File: src/rtl/vic_cfg.svh
// Address map, field layout and reset values of the interrupt controller.
// Assumes word-only register access on the core's private bus.
`ifndef VIC_CFG_SVH
`define VIC_CFG_SVH

`define VIC_ADDR_ENA_SET 32'he000e100
`define VIC_ADDR_ENA_CLR 32'he000e180
`define VIC_ADDR_PEND_SET 32'he000e200
`define VIC_ADDR_PEND_CLR 32'he000e280
`define VIC_ADDR_PRIO_BASE 32'he000e400
`define VIC_ADDR_PRIO_LAST 32'he000e41c
`define VIC_PRIO_IDX_MSB 4
`define VIC_PRIO_IDX_LSB 2
`define VIC_FIELD_W 8
`define VIC_FIELDS_PER_WORD 4
`define VIC_PRIO_FIELD_MSB 7
`define VIC_PRIO_FIELD_LSB 6
`define VIC_RST_WORD 32'h0000_0000
`define VIC_RST_PRIO 2'h0
`define VIC_PRIO_LOWEST 2'h3

`endif

File: src/rtl/vic_pkg.sv
// Shared types of the interrupt controller.
// Assumes the per-line state module and the top use these layouts.
package vic_pkg;

  // Implemented priority bits, field bits 7:6
  typedef logic [1:0] vic_prio_t;

  typedef struct packed {
    logic sync1;
    logic sync2;
    logic prev;
    logic pend;
    logic act;
  } vic_line_st_t;

endpackage : vic_pkg

File: src/rtl/vic_sel_if.sv
// Carrier between the controller top and its priority selector.
// Assumes a single clock domain; pure wiring, no clocking block.
`timescale 1ns/10ps
`default_nettype none

interface vic_sel_if #(
  parameter int N = 32,
  parameter int IW = 5
);
  logic [N-1:0] cand;
  vic_pkg::vic_prio_t [N-1:0] prio;
  logic req;
  logic [IW-1:0] id;
  vic_pkg::vic_prio_t best;

  modport ctrl (output cand, output prio, input req, input id, input best);
  modport arb (input cand, input prio, output req, output id, output best);
endinterface : vic_sel_if

`default_nettype wire

File: src/rtl/vic_irq_ctrl.sv
// Prioritised vectored interrupt controller for a small 32-bit core.
// Assumes the core reports handler entry and return as one-cycle pulses
// with the line number, and issues word-only register accesses.
//
// Contract
// - Each line has a priority of 0, 64, 128 or 192.
// - Smaller priority value means more urgent; 0 is most urgent.
// - Every input is caught both as a held level and a pulse; nmi_in has no edge sampler or latch and is passed on as a level.
// - One non-maskable input ignores enables and priorities.
// - Core state save and restore on exceptions needs no software.
// - A pending and enabled line is offered to the core by priority.
// - Disabled lines still go pending but are never offered.
// - Clear-enable: write 1 disables a line, read gives enables.
// - Set-pending: write 1 makes a line pending, read gives pending.
// - Set-pending on pending line changes nothing; disabled line goes pending.
// - Clear-pending leaves the active state untouched.
// - Eight priority words of four 8-bit fields, word access only.
// - Only field bits 7:6 stored; bits 5:0 read zero, ignore writes.
// - Line M priority sits in word M/4, byte lane M mod 4.
// - Pending on level while inactive, on rising edge, or by software.
// - Entry moves pending to active; return re-pends if level still high.
// - A pulse during the handler makes the line pending and active.
`timescale 1ns/10ps
`default_nettype none
`include "vic_cfg.svh"

module vic_irq_ctrl #(
  parameter int NUM_LINES = 32,
  parameter int ID_W = 5
) (
  // Clock and reset
  input wire logic clock,
  input wire logic sys_rst,
  // Peripheral interrupt pins
  input wire logic [NUM_LINES-1:0] irq_lines,
  input wire logic nmi_in,
  // Register access port
  input wire logic reg_req,
  input wire logic reg_wr,
  input wire logic [31:0] reg_addr,
  input wire logic [31:0] reg_wdata,
  output logic reg_ack,
  output logic [31:0] reg_rdata,
  // Core request
  output logic irq_req,
  output logic [ID_W-1:0] irq_id,
  output vic_pkg::vic_prio_t irq_prio,
  output logic nmi_req,
  // Core handler events
  input wire logic core_enter,
  input wire logic [ID_W-1:0] core_enter_id,
  input wire logic core_exit,
  input wire logic [ID_W-1:0] core_exit_id,
  // Line state view
  output logic [NUM_LINES-1:0] line_active
);

  // ************************************************
  // State
  // ************************************************
  typedef struct packed {
    logic nmi_s1;
    logic nmi_s2;
    logic nmi_req;
    logic [NUM_LINES-1:0] enable;
    vic_pkg::vic_prio_t [NUM_LINES-1:0] prio;
    logic ack;
    logic [31:0] rdata;
    logic [NUM_LINES-1:0] act;
  } vic_top_st_t;

  vic_top_st_t st_reg, st_next;

  // ************************************************
  // Per-line event vectors
  // ************************************************
  logic [NUM_LINES-1:0] pend_vec;
  logic [NUM_LINES-1:0] act_vec;
  logic [NUM_LINES-1:0] sw_set_vec;
  logic [NUM_LINES-1:0] sw_clr_vec;
  logic [NUM_LINES-1:0] enter_vec;
  logic [NUM_LINES-1:0] leave_vec;

  // ************************************************
  // Address decode
  // ************************************************
  logic hit_ena_set;
  logic hit_ena_clr;
  logic hit_pend_set;
  logic hit_pend_clr;
  logic hit_prio;
  logic [2:0] prio_word;
  logic wr_go;
  logic rd_go;

  always_comb begin
    hit_ena_set = (reg_addr == `VIC_ADDR_ENA_SET);
    hit_ena_clr = (reg_addr == `VIC_ADDR_ENA_CLR);
    hit_pend_set = (reg_addr == `VIC_ADDR_PEND_SET);
    hit_pend_clr = (reg_addr == `VIC_ADDR_PEND_CLR);
    // Word-aligned hits only, no byte lanes on this port
    hit_prio = (reg_addr >= `VIC_ADDR_PRIO_BASE) &&
               (reg_addr <= `VIC_ADDR_PRIO_LAST) &&
               (reg_addr[1:0] == 2'h0);
    prio_word = reg_addr[`VIC_PRIO_IDX_MSB:`VIC_PRIO_IDX_LSB];
    wr_go = reg_req && reg_wr;
    rd_go = reg_req && !reg_wr;
  end

  // ************************************************
  // Software pending strobes, one cycle each
  // ************************************************
  always_comb begin
    sw_set_vec = '0;
    sw_clr_vec = '0;
    if (wr_go && hit_pend_set) begin
      sw_set_vec = reg_wdata[NUM_LINES-1:0];
    end
    if (wr_go && hit_pend_clr) begin
      // Touches only pending; active stays in the line
      sw_clr_vec = reg_wdata[NUM_LINES-1:0];
    end
  end

  // ************************************************
  // Core handler events
  // ************************************************
  always_comb begin
    enter_vec = '0;
    leave_vec = '0;
    // Core does its own stacking; only entry and return are seen here
    if (core_enter) begin
      enter_vec[core_enter_id] = 1'b1;
    end
    if (core_exit) begin
      leave_vec[core_exit_id] = 1'b1;
    end
  end

  // ************************************************
  // Line state
  // ************************************************
  // Each pulse must be seen on at least one edge by the sampler.
  for (genvar g = 0; g < NUM_LINES; g++) begin : g_line
    vic_line u_line (
      .clock(clock),
      .sys_rst(sys_rst),
      .irq_in(irq_lines[g]),
      .sw_set(sw_set_vec[g]),
      .sw_clr(sw_clr_vec[g]),
      .enter(enter_vec[g]),
      .leave(leave_vec[g]),
      .pend(pend_vec[g]),
      .act(act_vec[g])
    );
  end

  // ************************************************
  // Priority selection
  // ************************************************
  vic_sel_if #(.N(NUM_LINES), .IW(ID_W)) sel_bus ();

  // Pending without enable never reaches the selector
  assign sel_bus.cand = pend_vec & st_reg.enable;
  assign sel_bus.prio = st_reg.prio;

  vic_arbiter #(.N(NUM_LINES), .IW(ID_W)) u_arb (
    .clock(clock),
    .sys_rst(sys_rst),
    .sel(sel_bus.arb)
  );

  // ************************************************
  // Read data
  // ************************************************
  logic [31:0] rd_word;
  logic [NUM_LINES-1:0] pend_rd;

  always_comb begin
    rd_word = `VIC_RST_WORD;
    pend_rd = pend_vec;
    if (hit_ena_set || hit_ena_clr) begin
      rd_word[NUM_LINES-1:0] = st_reg.enable;
    end else if (hit_pend_set || hit_pend_clr) begin
      rd_word[NUM_LINES-1:0] = pend_rd;
    end else if (hit_prio) begin
      for (int k = 0; k < `VIC_FIELDS_PER_WORD; k++) begin
        // Bits 5:0 of each field stay zero
        rd_word[k*`VIC_FIELD_W + `VIC_PRIO_FIELD_LSB +: 2] =
          st_reg.prio[{prio_word, 2'(k)}];
      end
    end
  end

  // ************************************************
  // Next state
  // ************************************************
  always_comb begin
    st_next = st_reg;
    // Two stages before anything reads the pin
    st_next.nmi_s1 = nmi_in;
    st_next.nmi_s2 = st_reg.nmi_s1;
    // Not gated by any enable or priority
    st_next.nmi_req = st_reg.nmi_s2;
    st_next.act = act_vec;
    st_next.ack = reg_req;
    if (rd_go) begin
      st_next.rdata = rd_word;
    end
    if (wr_go && hit_ena_set) begin
      st_next.enable = st_reg.enable | reg_wdata[NUM_LINES-1:0];
    end
    if (wr_go && hit_ena_clr) begin
      st_next.enable = st_reg.enable & ~reg_wdata[NUM_LINES-1:0];
    end
    if (wr_go && hit_prio) begin
      for (int k = 0; k < `VIC_FIELDS_PER_WORD; k++) begin
        // Low six bits of each field dropped, so 255 stores 192
        st_next.prio[{prio_word, 2'(k)}] =
          reg_wdata[k*`VIC_FIELD_W + `VIC_PRIO_FIELD_LSB +: 2];
      end
    end
  end

  // ************************************************
  // Registers
  // ************************************************
  always_ff @(posedge clock or posedge sys_rst) begin
    if (sys_rst) begin
      st_reg <= '0;
    end else begin
      st_reg <= st_next;
    end
  end

  // ************************************************
  // Outputs
  // ************************************************
  assign reg_ack = st_reg.ack;
  assign reg_rdata = st_reg.rdata;
  assign irq_req = sel_bus.req;
  assign irq_id = sel_bus.id;
  assign irq_prio = sel_bus.best;
  assign nmi_req = st_reg.nmi_req;
  assign line_active = st_reg.act;

endmodule : vic_irq_ctrl

`default_nettype wire

File: src/rtl/vic_line.sv
// Per-line pending/active state with input synchroniser and edge sampler.
// Assumes enter/leave/set/clear pulses come from the same clock domain.
`timescale 1ns/10ps
`default_nettype none

module vic_line (
  // Clock and reset
  input wire logic clock,
  input wire logic sys_rst,
  // Peripheral request pin
  input wire logic irq_in,
  // Software and core events
  input wire logic sw_set,
  input wire logic sw_clr,
  input wire logic enter,
  input wire logic leave,
  // State
  output logic pend,
  output logic act
);
  vic_pkg::vic_line_st_t st_reg, st_next;
  logic rise;

  always_comb begin
    st_next = st_reg;
    st_next.sync1 = irq_in;
    st_next.sync2 = st_reg.sync1;
    st_next.prev = st_reg.sync2;
    // Level and pulse both detected, no per-line style select
    rise = st_reg.sync2 & ~st_reg.prev;
    // ************************************************
    // Clears first, so that any set below wins
    // ************************************************
    if (enter) begin
      st_next.pend = 1'b0;
      st_next.act = 1'b1;
    end
    if (leave) begin
      st_next.act = 1'b0;
    end
    if (sw_clr) begin
      st_next.pend = 1'b0;
    end
    // ************************************************
    // Sets
    // ************************************************
    if (st_reg.sync2 && !st_reg.act && !enter) begin
      st_next.pend = 1'b1;
    end
    if (st_reg.sync2 && leave) begin
      st_next.pend = 1'b1;
    end
    if (rise) begin
      st_next.pend = 1'b1;
    end
    if (sw_set) begin
      st_next.pend = 1'b1;
    end
  end

  always_ff @(posedge clock or posedge sys_rst) begin
    if (sys_rst) begin
      st_reg <= '0;
    end else begin
      st_reg <= st_next;
    end
  end

  assign pend = st_reg.pend;
  assign act = st_reg.act;
endmodule : vic_line

`default_nettype wire

File: src/rtl/vic_arbiter.sv
// Picks the most urgent enabled pending line, registered for the core.
// Assumes candidates are already gated by enable.
`timescale 1ns/10ps
`default_nettype none
`include "vic_cfg.svh"

module vic_arbiter #(
  parameter int N = 32,
  parameter int IW = 5
) (
  // Clock and reset
  input wire logic clock,
  input wire logic sys_rst,
  // Selection carrier
  vic_sel_if.arb sel
);
  typedef struct packed {
    logic req;
    logic [IW-1:0] id;
    vic_pkg::vic_prio_t best;
  } vic_arb_st_t;

  vic_arb_st_t st_reg, st_next;

  always_comb begin
    st_next = '0;
    st_next.best = `VIC_PRIO_LOWEST;
    for (int i = 0; i < N; i++) begin
      // Strict compare keeps the lowest line on a tie
      if (sel.cand[i] && (!st_next.req || sel.prio[i] < st_next.best)) begin
        st_next.req = 1'b1;
        st_next.id = IW'(i);
        st_next.best = sel.prio[i];
      end
    end
  end

  always_ff @(posedge clock or posedge sys_rst) begin
    if (sys_rst) begin
      st_reg <= '0;
    end else begin
      st_reg <= st_next;
    end
  end

  assign sel.req = st_reg.req;
  assign sel.id = st_reg.id;
  assign sel.best = st_reg.best;
endmodule : vic_arbiter

`default_nettype wire

File: config.mk
export PLATFORM = sky130hd
export DESIGN_NAME = vic_irq_ctrl
export DESIGN_NICKNAME = d
export VERILOG_FILES = /design/src/rtl/vic_pkg.sv /design/src/rtl/vic_sel_if.sv /design/src/rtl/vic_irq_ctrl.sv /design/src/rtl/vic_line.sv /design/src/rtl/vic_arbiter.sv
export VERILOG_INCLUDE_DIRS = /design/src /design/src/rtl
export SDC_FILE = /design/constraint.sdc
export NUM_CORES = 1
export LEC_CHECK = 0
export BUFFER_PORTS_ARGS = -buffer_cell sky130_fd_sc_hd__buf_2
export CAP_MARGIN = 30
export CORE_ASPECT_RATIO = 1.1
export CORE_MARGIN = 4
export CORE_UTILIZATION = 63
export DETAILED_ROUTE_END_ITERATION = 10
export PLACE_DENSITY = 0.83
export SYNTH_ARGS = -nofsm -noshare
export SYNTH_HDL_FRONTEND = slang
export SYNTH_SLANG_ARGS = --single-unit
export TNS_END_PERCENT = 1
File: constraint.sdc
create_clock -name clock -period 20.5 [get_ports clock]
set_clock_uncertainty 0.1 [all_clocks]
set_input_delay 3.075 -clock clock [delete_from_list [all_inputs] [get_ports clock]]
set_output_delay 3.075 -clock clock [all_outputs]
set_load 0.1 [all_outputs]
==> impl_table.tex, run 1 <==
\begin{tabular}{lr}
\hline
Metric & Value \\
\hline
\multicolumn{2}{l}{\textbf{Critical path}} \\
Critical Path Max Stage Delay & 790 ps \\
Critical path capture point type & flip-flop \\
Family with the most delay on the worst path & simple AND/OR/NAND/NOR gates \\
Kind of critical path & flip-flop to flip-flop \\
Cell at the slowest stage of the critical path & sky130\_fd\_sc\_hd\_\_or4\_1 \\
Critical path launch point type & flip-flop \\
Buffers and inverters on the worst path & 0 \\
Startpoint of the most critical setup path & g\_line[1].u\_line.pend\$\_DFFE\_PP0P\_ \\
Crit path DAT & roughly 8100 ps \\
Required time at the worst-slack endpoint & 20830 ps \\
Worst reg2reg path startpoint & g\_line[1].u\_line.pend\$\_DFFE\_PP0P\_ \\
Critical Path Fanout Max & 15 \\
\multicolumn{2}{l}{\textbf{Logic synthesis}} \\
Synth top area cells & sky130\_fd\_sc\_hd\_\_dfrtp\_1 (51\%), sky130\_fd\_sc\_hd\_\_nand2\_1 (6.8\%), sky130\_fd\_sc\_hd\_\_mux2\_2 (4.4\%), sky130\_fd\_sc\_hd\_\_a21oi\_1 (3.4\%), sky130\_fd\_sc\_hd\_\_buf\_4 (3.0\%) \\
Mean instance size in the synthesized netlist & 9.84 um\^{}2 \\
Count of unique library cells instantiated by Yosys & 90 \\
Netlist Area Pre-Place & between 15000 and 20000 um\^{}2 \\
Library cell with the highest instance count after synthesis & sky130\_fd\_sc\_hd\_\_dfrtp\_1 \\
Share of the yosys chip area belonging to registers & approximately half \\
Synth Register Bits & $\sim$330 \\
Gate Count Post-Synth & $\sim$1700 \\
Count of flip-flops with a built-in enable after synthesis & 0 \\
Largest area contributor in the netlist & sky130\_fd\_sc\_hd\_\_dfrtp\_1 \\
Synth warn & 0 \\
Top-area cell type share of the netlist area & between 50\% and 60\% \\
Synthesized netlist net count & $\sim$1800 \\
Cell types with the highest counts after synthesis & sky130\_fd\_sc\_hd\_\_dfrtp\_1 (332), sky130\_fd\_sc\_hd\_\_nand2\_1 (297), sky130\_fd\_sc\_hd\_\_a21oi\_1 (109) \\
Synth Flop Type & sky130\_fd\_sc\_hd\_\_dfrtp\_1 \\
Asr flop ratio synth & 100\% \\
\multicolumn{2}{l}{\textbf{Detailed routing}} \\
Post-detailed-route via-to-cell ratio & between 6 and 7 \\
Remaining number of nets flagged by the antenna check after routing & 0 \\
DRC violation total after the first TritonRoute iteration & between 1500 and 2000 \\
First drt pass iteration count & 8 \\
Average wire length per cell after detail routing & 23.8 um \\
Final WL & between 50000 and 60000 um \\
Remaining routing DRC violations & 0 \\
Vias after detailed routing & between 10000 and 15000 \\
\multicolumn{2}{l}{\textbf{Final layout}} \\
Diode count & 0 \\
Layout cells sized above 1 & a little over a fifth \\
Area of combinational cells with multiple inputs & about 7100 um\^{}2 \\
Layout Area Growth over Synthesis & 12.6\% \\
Layout net count & about 1900 \\
Total area of sequential cells & 8310 um\^{}2 \\
Fraction of the core area covered by cells at the end of the flow & approximately 72\% \\
Post-route design area & $\sim$18000 um\^{}2 \\
Layout fillers & around 1800 \\
\multicolumn{2}{l}{\textbf{GRT}} \\
Aggregate global routing overflow & 0 \\
Total routing usage reported by global routing & a little over a third \\
Number of antenna violations at the first check in global routing & 3 \\
Via count of the first global-routing pass & $\sim$14000 \\
Wire length of the first global-routing pass & a little under 80000 um \\
Maximum number of pins on one net before global-route repair & roughly 130 \\
\multicolumn{2}{l}{\textbf{Die}} \\
Count of standard-cell rows & 61 \\
Full die area & roughly 28000 um\^{}2 \\
Overall die width & roughly 160 um \\
Ports & $\sim$190 \\
Starting Density & between 60\% and 70\% \\
Core outline area & 25300 um\^{}2 \\
Die Y-Extent & between 150 and 200 um \\
\multicolumn{2}{l}{\textbf{Run status}} \\
Run status & finished, final reports clean \\
\multicolumn{2}{l}{\textbf{Pwr}} \\
Fraction of power consumed by sequential logic & between 40 and 50\% \\
Pwr per Cell Area & between 80 and 90 nW/um\^{}2 \\
Internal & between 1 and 1.5 mW \\
Pleak & between 8 and 9 nW \\
Part of the power in the clock network & about two fifths \\
Maximum VDD drop & 0.115 mV \\
Power, Total & between 1.5 and 2 mW \\
Switching part of the total power & 28.6\% \\
Switch Pwr & $\sim$460 uW \\
Proportion of power drawn by combinational gates & between 10\% and 20\% \\
\multicolumn{2}{l}{\textbf{STA}} \\
Final worst-path cycle share & 37.8\% \\
Minimum setup slack in the final design & between 10000 and 15000 ps \\
Count of pins over their slew limit & 0 \\
Setup violation total in the final timing report & 0 \\
Final sum of negative setup slack & 0 ps \\
Max-slew headroom at the worst pin & between 20\% and 30\% \\
Top achievable clock speed & 129 MHz \\
Min cycle time layout & approximately 7800 ps \\
Unrepaired setup endpoints after global routing & no \\
Final hold violation count & 0 \\
Transition at the pin with the smallest max-transition slack & 1070 ps \\
\multicolumn{2}{l}{\textbf{Clock network}} \\
CTS H-Tree Depth & 2 \\
Cts bufs inserted & 34 \\
CTS Root Buffer Type & sky130\_fd\_sc\_hd\_\_clkbuf\_16 \\
Hold buffers post-CTS & 0 \\
TritonCTS clock tree & yes \\
Latest clock arrival within the worst-skew pair & 520 ps \\
Resized Gates After CTS & 0 \\
Maximum clock insertion buffer count & 3 \\
Number of clock sinks seen by CTS & between 300 and 400 \\
Clk pin slew, worst setup/hold paths & approximately 70 ps \\
Setup Buffers After CTS & 0 \\
\multicolumn{2}{l}{\textbf{Min path}} \\
Worst min-delay path category & flip-flop to flip-flop \\
Hold path startpoint & g\_line[11].u\_line.st\_next[3]\$\_DFF\_PP0\_ \\
\multicolumn{2}{l}{\textbf{Placement}} \\
Post-place instance area & 17100 um\^{}2 \\
HPWL after detailed placement & 35800 um \\
Count of buffers from port buffering & around 190 \\
Gp weighted congestion & around 1.0 \\
Worst slack, placed & between 10000 and 15000 ps \\
\multicolumn{2}{l}{\textbf{Run}} \\
Count of max-cap constraint violations & 0 \\
\hline
\end{tabular}
-- area by class of cell --
cell class	count	share of cell area, %
timing repair buffer	202	5.95
sequential	332	45.3
tap	346	2.36
clock buffer	47	5.46
multi-input combinational	1163	39.0
inverter	30	0.655
clock inverter	13	1.25
-- worst register-to-register path, stage by stage (launching register included) --
cell and delay (ps):
sky130_fd_sc_hd__dfrtp_1 450, sky130_fd_sc_hd__and3b_1 250, sky130_fd_sc_hd__or4_1 790, sky130_fd_sc_hd__nor2_1 760
sky130_fd_sc_hd__nand2_1 360, sky130_fd_sc_hd__or4_4 630, sky130_fd_sc_hd__and4_4 200, sky130_fd_sc_hd__nand4_1 90
sky130_fd_sc_hd__a211o_1 150, sky130_fd_sc_hd__o211ai_2 160, sky130_fd_sc_hd__a211oi_2 260, sky130_fd_sc_hd__or2_4 190
sky130_fd_sc_hd__a41oi_2 140, sky130_fd_sc_hd__o31ai_2 340, sky130_fd_sc_hd__mux2_4 340, sky130_fd_sc_hd__ha_1 270
sky130_fd_sc_hd__nor2_1 90, sky130_fd_sc_hd__o21bai_1 110, sky130_fd_sc_hd__o211ai_1 210, sky130_fd_sc_hd__nand2_1 200
sky130_fd_sc_hd__and2_4 190, sky130_fd_sc_hd__o21bai_1 150, sky130_fd_sc_hd__ha_1 280, sky130_fd_sc_hd__or2_2 270
sky130_fd_sc_hd__a21oi_1 250, sky130_fd_sc_hd__a31oi_2 100, sky130_fd_sc_hd__and3_1 230, sky130_fd_sc_hd__nand4_1 100
-- path summary, 6_finish.rpt --
path | end | slack (ps) | cells after the start
min in group asynchronous | g_line[25].u_line.st_next[3]$_DFF_PP0_ | 2630 | 2
max in group asynchronous | g_line[10].u_line.st_next[2]$_DFF_PP0_ | 15560 | 4
max reg2reg | u_arb.sel.id[3]$_DFF_PP0_ | 12750 | 27
min | g_line[11].u_line.st_next[2]$_DFF_PP0_ | 240 | 0
max | u_arb.sel.id[3]$_DFF_PP0_ | 12750 | 27
min reg2reg | g_line[11].u_line.st_next[2]$_DFF_PP0_ | 240 | 0
-- power groups by stage --
stage / sequential, mW / combinational, mW / clock (mW)
4_1_cts: 0.718 / 0.215 / 0.682
3_3_place_gp: 0.726 / 0.208 / 0
2_1_floorplan: 0.721 / 0.185 / 0
6_report: 0.719 / 0.216 / 0.676
3_5_place_dp: 0.727 / 0.212 / 0
5_1_grt: 0.722 / 0.226 / 0.710
-- metal layers --
| metal | up-vias | routed length, um | track usage [%] |
|---|---|---|---|
| met2 | 878 | 24000 | 57.1 |
| met3 | 206 | 4860 | 5.84 |
| met4 | 6 | 2420 | 14.8 |
| met5 | - | 46 | 0 |
| met1 | 7071 | 19500 | 49.0 |
| li1 | 6235 | - | - |
-- layout by cell type (no fill, tap or decap), types with 8 or more instances in the layout --
cell type,count
sky130_fd_sc_hd__dfrtp_1,332
sky130_fd_sc_hd__nand2_1,297
sky130_fd_sc_hd__buf_2,186
sky130_fd_sc_hd__a21oi_1,109
sky130_fd_sc_hd__o21ai_0,89
sky130_fd_sc_hd__nor2_1,73
sky130_fd_sc_hd__mux2_2,64
sky130_fd_sc_hd__nand3_1,61
sky130_fd_sc_hd__o211ai_1,49
sky130_fd_sc_hd__clkbuf_16,35
sky130_fd_sc_hd__a22oi_1,30
sky130_fd_sc_hd__inv_1,29
sky130_fd_sc_hd__a31oi_1,28
sky130_fd_sc_hd__nor3_1,24
sky130_fd_sc_hd__nand4_1,17
sky130_fd_sc_hd__a211oi_1,17
sky130_fd_sc_hd__o22ai_1,14
sky130_fd_sc_hd__nand3b_1,14
sky130_fd_sc_hd__buf_4,14
sky130_fd_sc_hd__and3_1,13
sky130_fd_sc_hd__nand2b_1,11
sky130_fd_sc_hd__a221oi_1,11
sky130_fd_sc_hd__or3_1,11
sky130_fd_sc_hd__a21o_1,11
sky130_fd_sc_hd__nor4_1,10
sky130_fd_sc_hd__and2_1,10
sky130_fd_sc_hd__o21bai_1,10
sky130_fd_sc_hd__or2_2,9
sky130_fd_sc_hd__nor3b_1,9
sky130_fd_sc_hd__nor2b_1,8
sky130_fd_sc_hd__o22a_1,8
sky130_fd_sc_hd__mux2i_1,8
sky130_fd_sc_hd__mux4_2,8
sky130_fd_sc_hd__clkbuf_8,8
-- per-stage QoR --
step	instances	hold slack [ps]
global route	2133	257
CTS	2132	244
floorplan	1654	231
global placement	2071	231
finish	2133	241
detailed placement	2072	235
-- kinds of logic (layout without fill, tap and decap cells) --
group           count (synthesis)  after routing  share of synthesized area [%]
compound gates                470            470                           19.4
fa+ha+maj                      10             10                          0.661
buf+inv                       159            292                           5.16
flops                         332            332                           51.0
mux                            81             81                           6.12
simple gates                  602            602                           17.6
Note: power is estimated with default switching activity, not from simulation.
==> run 2: changes to the inputs <==
CORE_UTILIZATION = 59   (was 63)
PLACE_DENSITY = 0.78   (was 0.83)
clock period = 8 ns   (was 20.5 ns; I/O delays follow)
==> impl_table.tex, run 2 (synthesis results as in run 1) <==
\begin{tabular}{lr}
\hline
Metric & Value \\
\hline
\multicolumn{2}{l}{\textbf{Die}} \\
Die Y-Extent & around 180 um \\
Ports & approximately 190 \\
Core outline area & around 27000 um\^{}2 \\
Full die area & between 30000 and 40000 um\^{}2 \\
Overall die width & approximately 170 um \\
Starting Density & between 60\% and 70\% \\
Count of standard-cell rows & 63 \\
\multicolumn{2}{l}{\textbf{STA}} \\
Final hold violation count & 0 \\
Min cycle time layout & approximately 7200 ps \\
Max-slew headroom at the worst pin & a little under 30\% \\
Final sum of negative setup slack & 0 ps \\
Post-route worst hold slack & 246 ps \\
Final worst-path cycle share & about nine tenths \\
Top achievable clock speed & $\sim$140 MHz \\
Unrepaired setup endpoints after global routing & no \\
Count of pins over their slew limit & 0 \\
Setup violation total in the final timing report & 0 \\
Transition at the pin with the smallest max-transition slack & 1050 ps \\
\multicolumn{2}{l}{\textbf{Pwr}} \\
Switch Pwr & 1.21 mW \\
Part of the power in the clock network & roughly 41\% \\
Maximum VDD drop & approximately 0.26 mV \\
Switching part of the total power & between 20\% and 30\% \\
Internal & $\sim$2.8 mW \\
Fraction of power consumed by sequential logic & $\sim$46\% \\
Pleak & 8.48 nW \\
Proportion of power drawn by combinational gates & between 10\% and 20\% \\
Pwr per Cell Area & between 200 and 250 nW/um\^{}2 \\
\multicolumn{2}{l}{\textbf{Critical path}} \\
Critical path launch point type & flip-flop \\
Critical Path Max Stage Delay & a little over 800 ps \\
Kind of critical path & flip-flop to flip-flop \\
Required time at the worst-slack endpoint & 8360 ps \\
Cell at the slowest stage of the critical path & sky130\_fd\_sc\_hd\_\_or4\_1 \\
Critical Path Fanout Max & 15 \\
Critical path capture point type & flip-flop \\
Crit path DAT & 7610 ps \\
\multicolumn{2}{l}{\textbf{Final layout}} \\
Diode count & 0 \\
Post-route design area & around 18000 um\^{}2 \\
Layout cells sized above 1 & a little over a fifth \\
Final instance count without filler cells & around 2200 \\
Layout Area Growth over Synthesis & 12.6\% \\
Layout net count & between 1500 and 2000 \\
Most common cell after layout, fill and taps aside & sky130\_fd\_sc\_hd\_\_dfrtp\_1 \\
Commonest non-fill, non-tap cells in the layout & sky130\_fd\_sc\_hd\_\_dfrtp\_1 (332), sky130\_fd\_sc\_hd\_\_nand2\_1 (297), sky130\_fd\_sc\_hd\_\_buf\_2 (186) \\
Layout fillers & about 2100 \\
\multicolumn{2}{l}{\textbf{Placement}} \\
Count of buffers from port buffering & 186 \\
Post-Place Cells & 2090 \\
HPWL after detailed placement & between 30000 and 40000 um \\
Gp weighted congestion & 1.01 \\
Post-place instance area & 17200 um\^{}2 \\
\multicolumn{2}{l}{\textbf{Clock network}} \\
Resized Gates After CTS & 0 \\
Hold buffers post-CTS & 0 \\
Maximum clock insertion buffer count & 3 \\
CTS H-Tree Depth & 2 \\
TritonCTS clock tree & yes \\
Clk pin slew, worst setup/hold paths & around 70 ps \\
Number of clock sinks seen by CTS & roughly 330 \\
Latest clock arrival within the worst-skew pair & $\sim$530 ps \\
Cts bufs inserted & 35 \\
CTS Root Buffer Type & sky130\_fd\_sc\_hd\_\_clkbuf\_16 \\
Setup Buffers After CTS & 0 \\
\multicolumn{2}{l}{\textbf{Detailed routing}} \\
Remaining number of nets flagged by the antenna check after routing & 0 \\
First drt pass iteration count & 9 \\
WL met1 & 21200 um \\
Met3 wire length & between 4000 and 5000 um \\
Vias after detailed routing & 13978 \\
Final WL & between 50000 and 60000 um \\
Remaining routing DRC violations & 0 \\
Highest routed metal layer & met5 \\
Wire length on met2 & $\sim$23000 um \\
Average wire length per cell after detail routing & about 24 um \\
DRC violation total after the first TritonRoute iteration & 1618 \\
Post-detailed-route via-to-cell ratio & 6.50 \\
\multicolumn{2}{l}{\textbf{Run}} \\
Count of max-cap constraint violations & 0 \\
\multicolumn{2}{l}{\textbf{GRT}} \\
Maximum number of pins on one net before global-route repair & $\sim$180 \\
Wire length of the first global-routing pass & around 80000 um \\
Via count of the first global-routing pass & between 10000 and 15000 \\
Aggregate global routing overflow & 0 \\
Number of antenna violations at the first check in global routing & 3 \\
Total routing usage reported by global routing & between 30\% and 40\% \\
\multicolumn{2}{l}{\textbf{Run status}} \\
Run status & finished, final reports clean \\
\multicolumn{2}{l}{\textbf{Min path}} \\
Worst min-delay path category & flip-flop to flip-flop \\
\hline
\end{tabular}
[run 2: cell count changes in the layout (fill, tap and decap cells not counted), sizes merged]
cell,change
clkinvlp,+2
inv,-1
buf,+7
bufinv,-4
clkinv,+4
[run 2: worst paths after layout]
kind                                                   startpoint                                     end  slack (ps)  cells past startpoint
max in group asynchronous                                 sys_rst            sel_bus.prio[61]$_DFFE_PP0P_        5320                      4
min                        g_line[30].u_line.st_next[3]$_DFF_PP0_  g_line[30].u_line.st_next[2]$_DFF_PP0_         250                      0
min in group asynchronous                                 sys_rst   g_line[3].u_line.st_next[3]$_DFF_PP0_         520                      2
max reg2reg                     g_line[0].u_line.pend$_DFFE_PP0P_               u_arb.sel.id[4]$_DFF_PP0_         750                     27
min reg2reg                g_line[30].u_line.st_next[3]$_DFF_PP0_  g_line[30].u_line.st_next[2]$_DFF_PP0_         250                      0
max                             g_line[0].u_line.pend$_DFFE_PP0P_               u_arb.sel.id[4]$_DFF_PP0_         750                     27
[run 2: power by group through the flow]
stage          Sequential, mW  Clock (mW)  Combinational (mW)
2_1_floorplan            1.85           0               0.473
3_3_place_gp             1.86           0               0.538
3_5_place_dp             1.86           0               0.546
4_1_cts                  1.84        1.65               0.550
5_1_grt                  1.85        1.73               0.581
6_report                 1.84        1.64               0.552
[run 2: final cells by class]
type                    instances  area, um^2  area share, %
repair buffers                209        1160           6.35
inverters                      30         116          0.635
well taps                     357         447           2.44
clock inverters                14         158          0.860
multi-input cells            1163        7150           39.0
clock buffers                  47         992           5.41
flip-flops and latches        332        8310           45.3
[run 2: through the flow]
stage | utilization [%] | setup WS (ps) | power [mW]
finish | 67.6 | 752 | 4.03
global route | 67.6 | 257 | 4.16
CTS | 67.5 | 848 | 4.03
detailed placement | 63.3 | 876 | 2.41
global placement | 63.1 | 1070 | 2.40
floorplan | - | 1630 | 2.32
[run 2: routing by layer]
metal / GRT usage, % / vias to the layer above
met5: 0 / -
met4: 13.1 / 2
met3: 6.37 / 132
met2: 52.1 / 729
met1: 45.8 / 6860
li1: - / 6255
[run 2: worst max-delay path, delay by kind of cell, from the launching register on]
kind,cells,cell delay [ps]
AO/OA/AOI/OAI,11,2160
flip-flops,1,450
multiplexers,1,340
adder cells (fa/ha/maj),2,560
buffers and inverters,1,220
AND/OR/NAND/NOR,12,3360
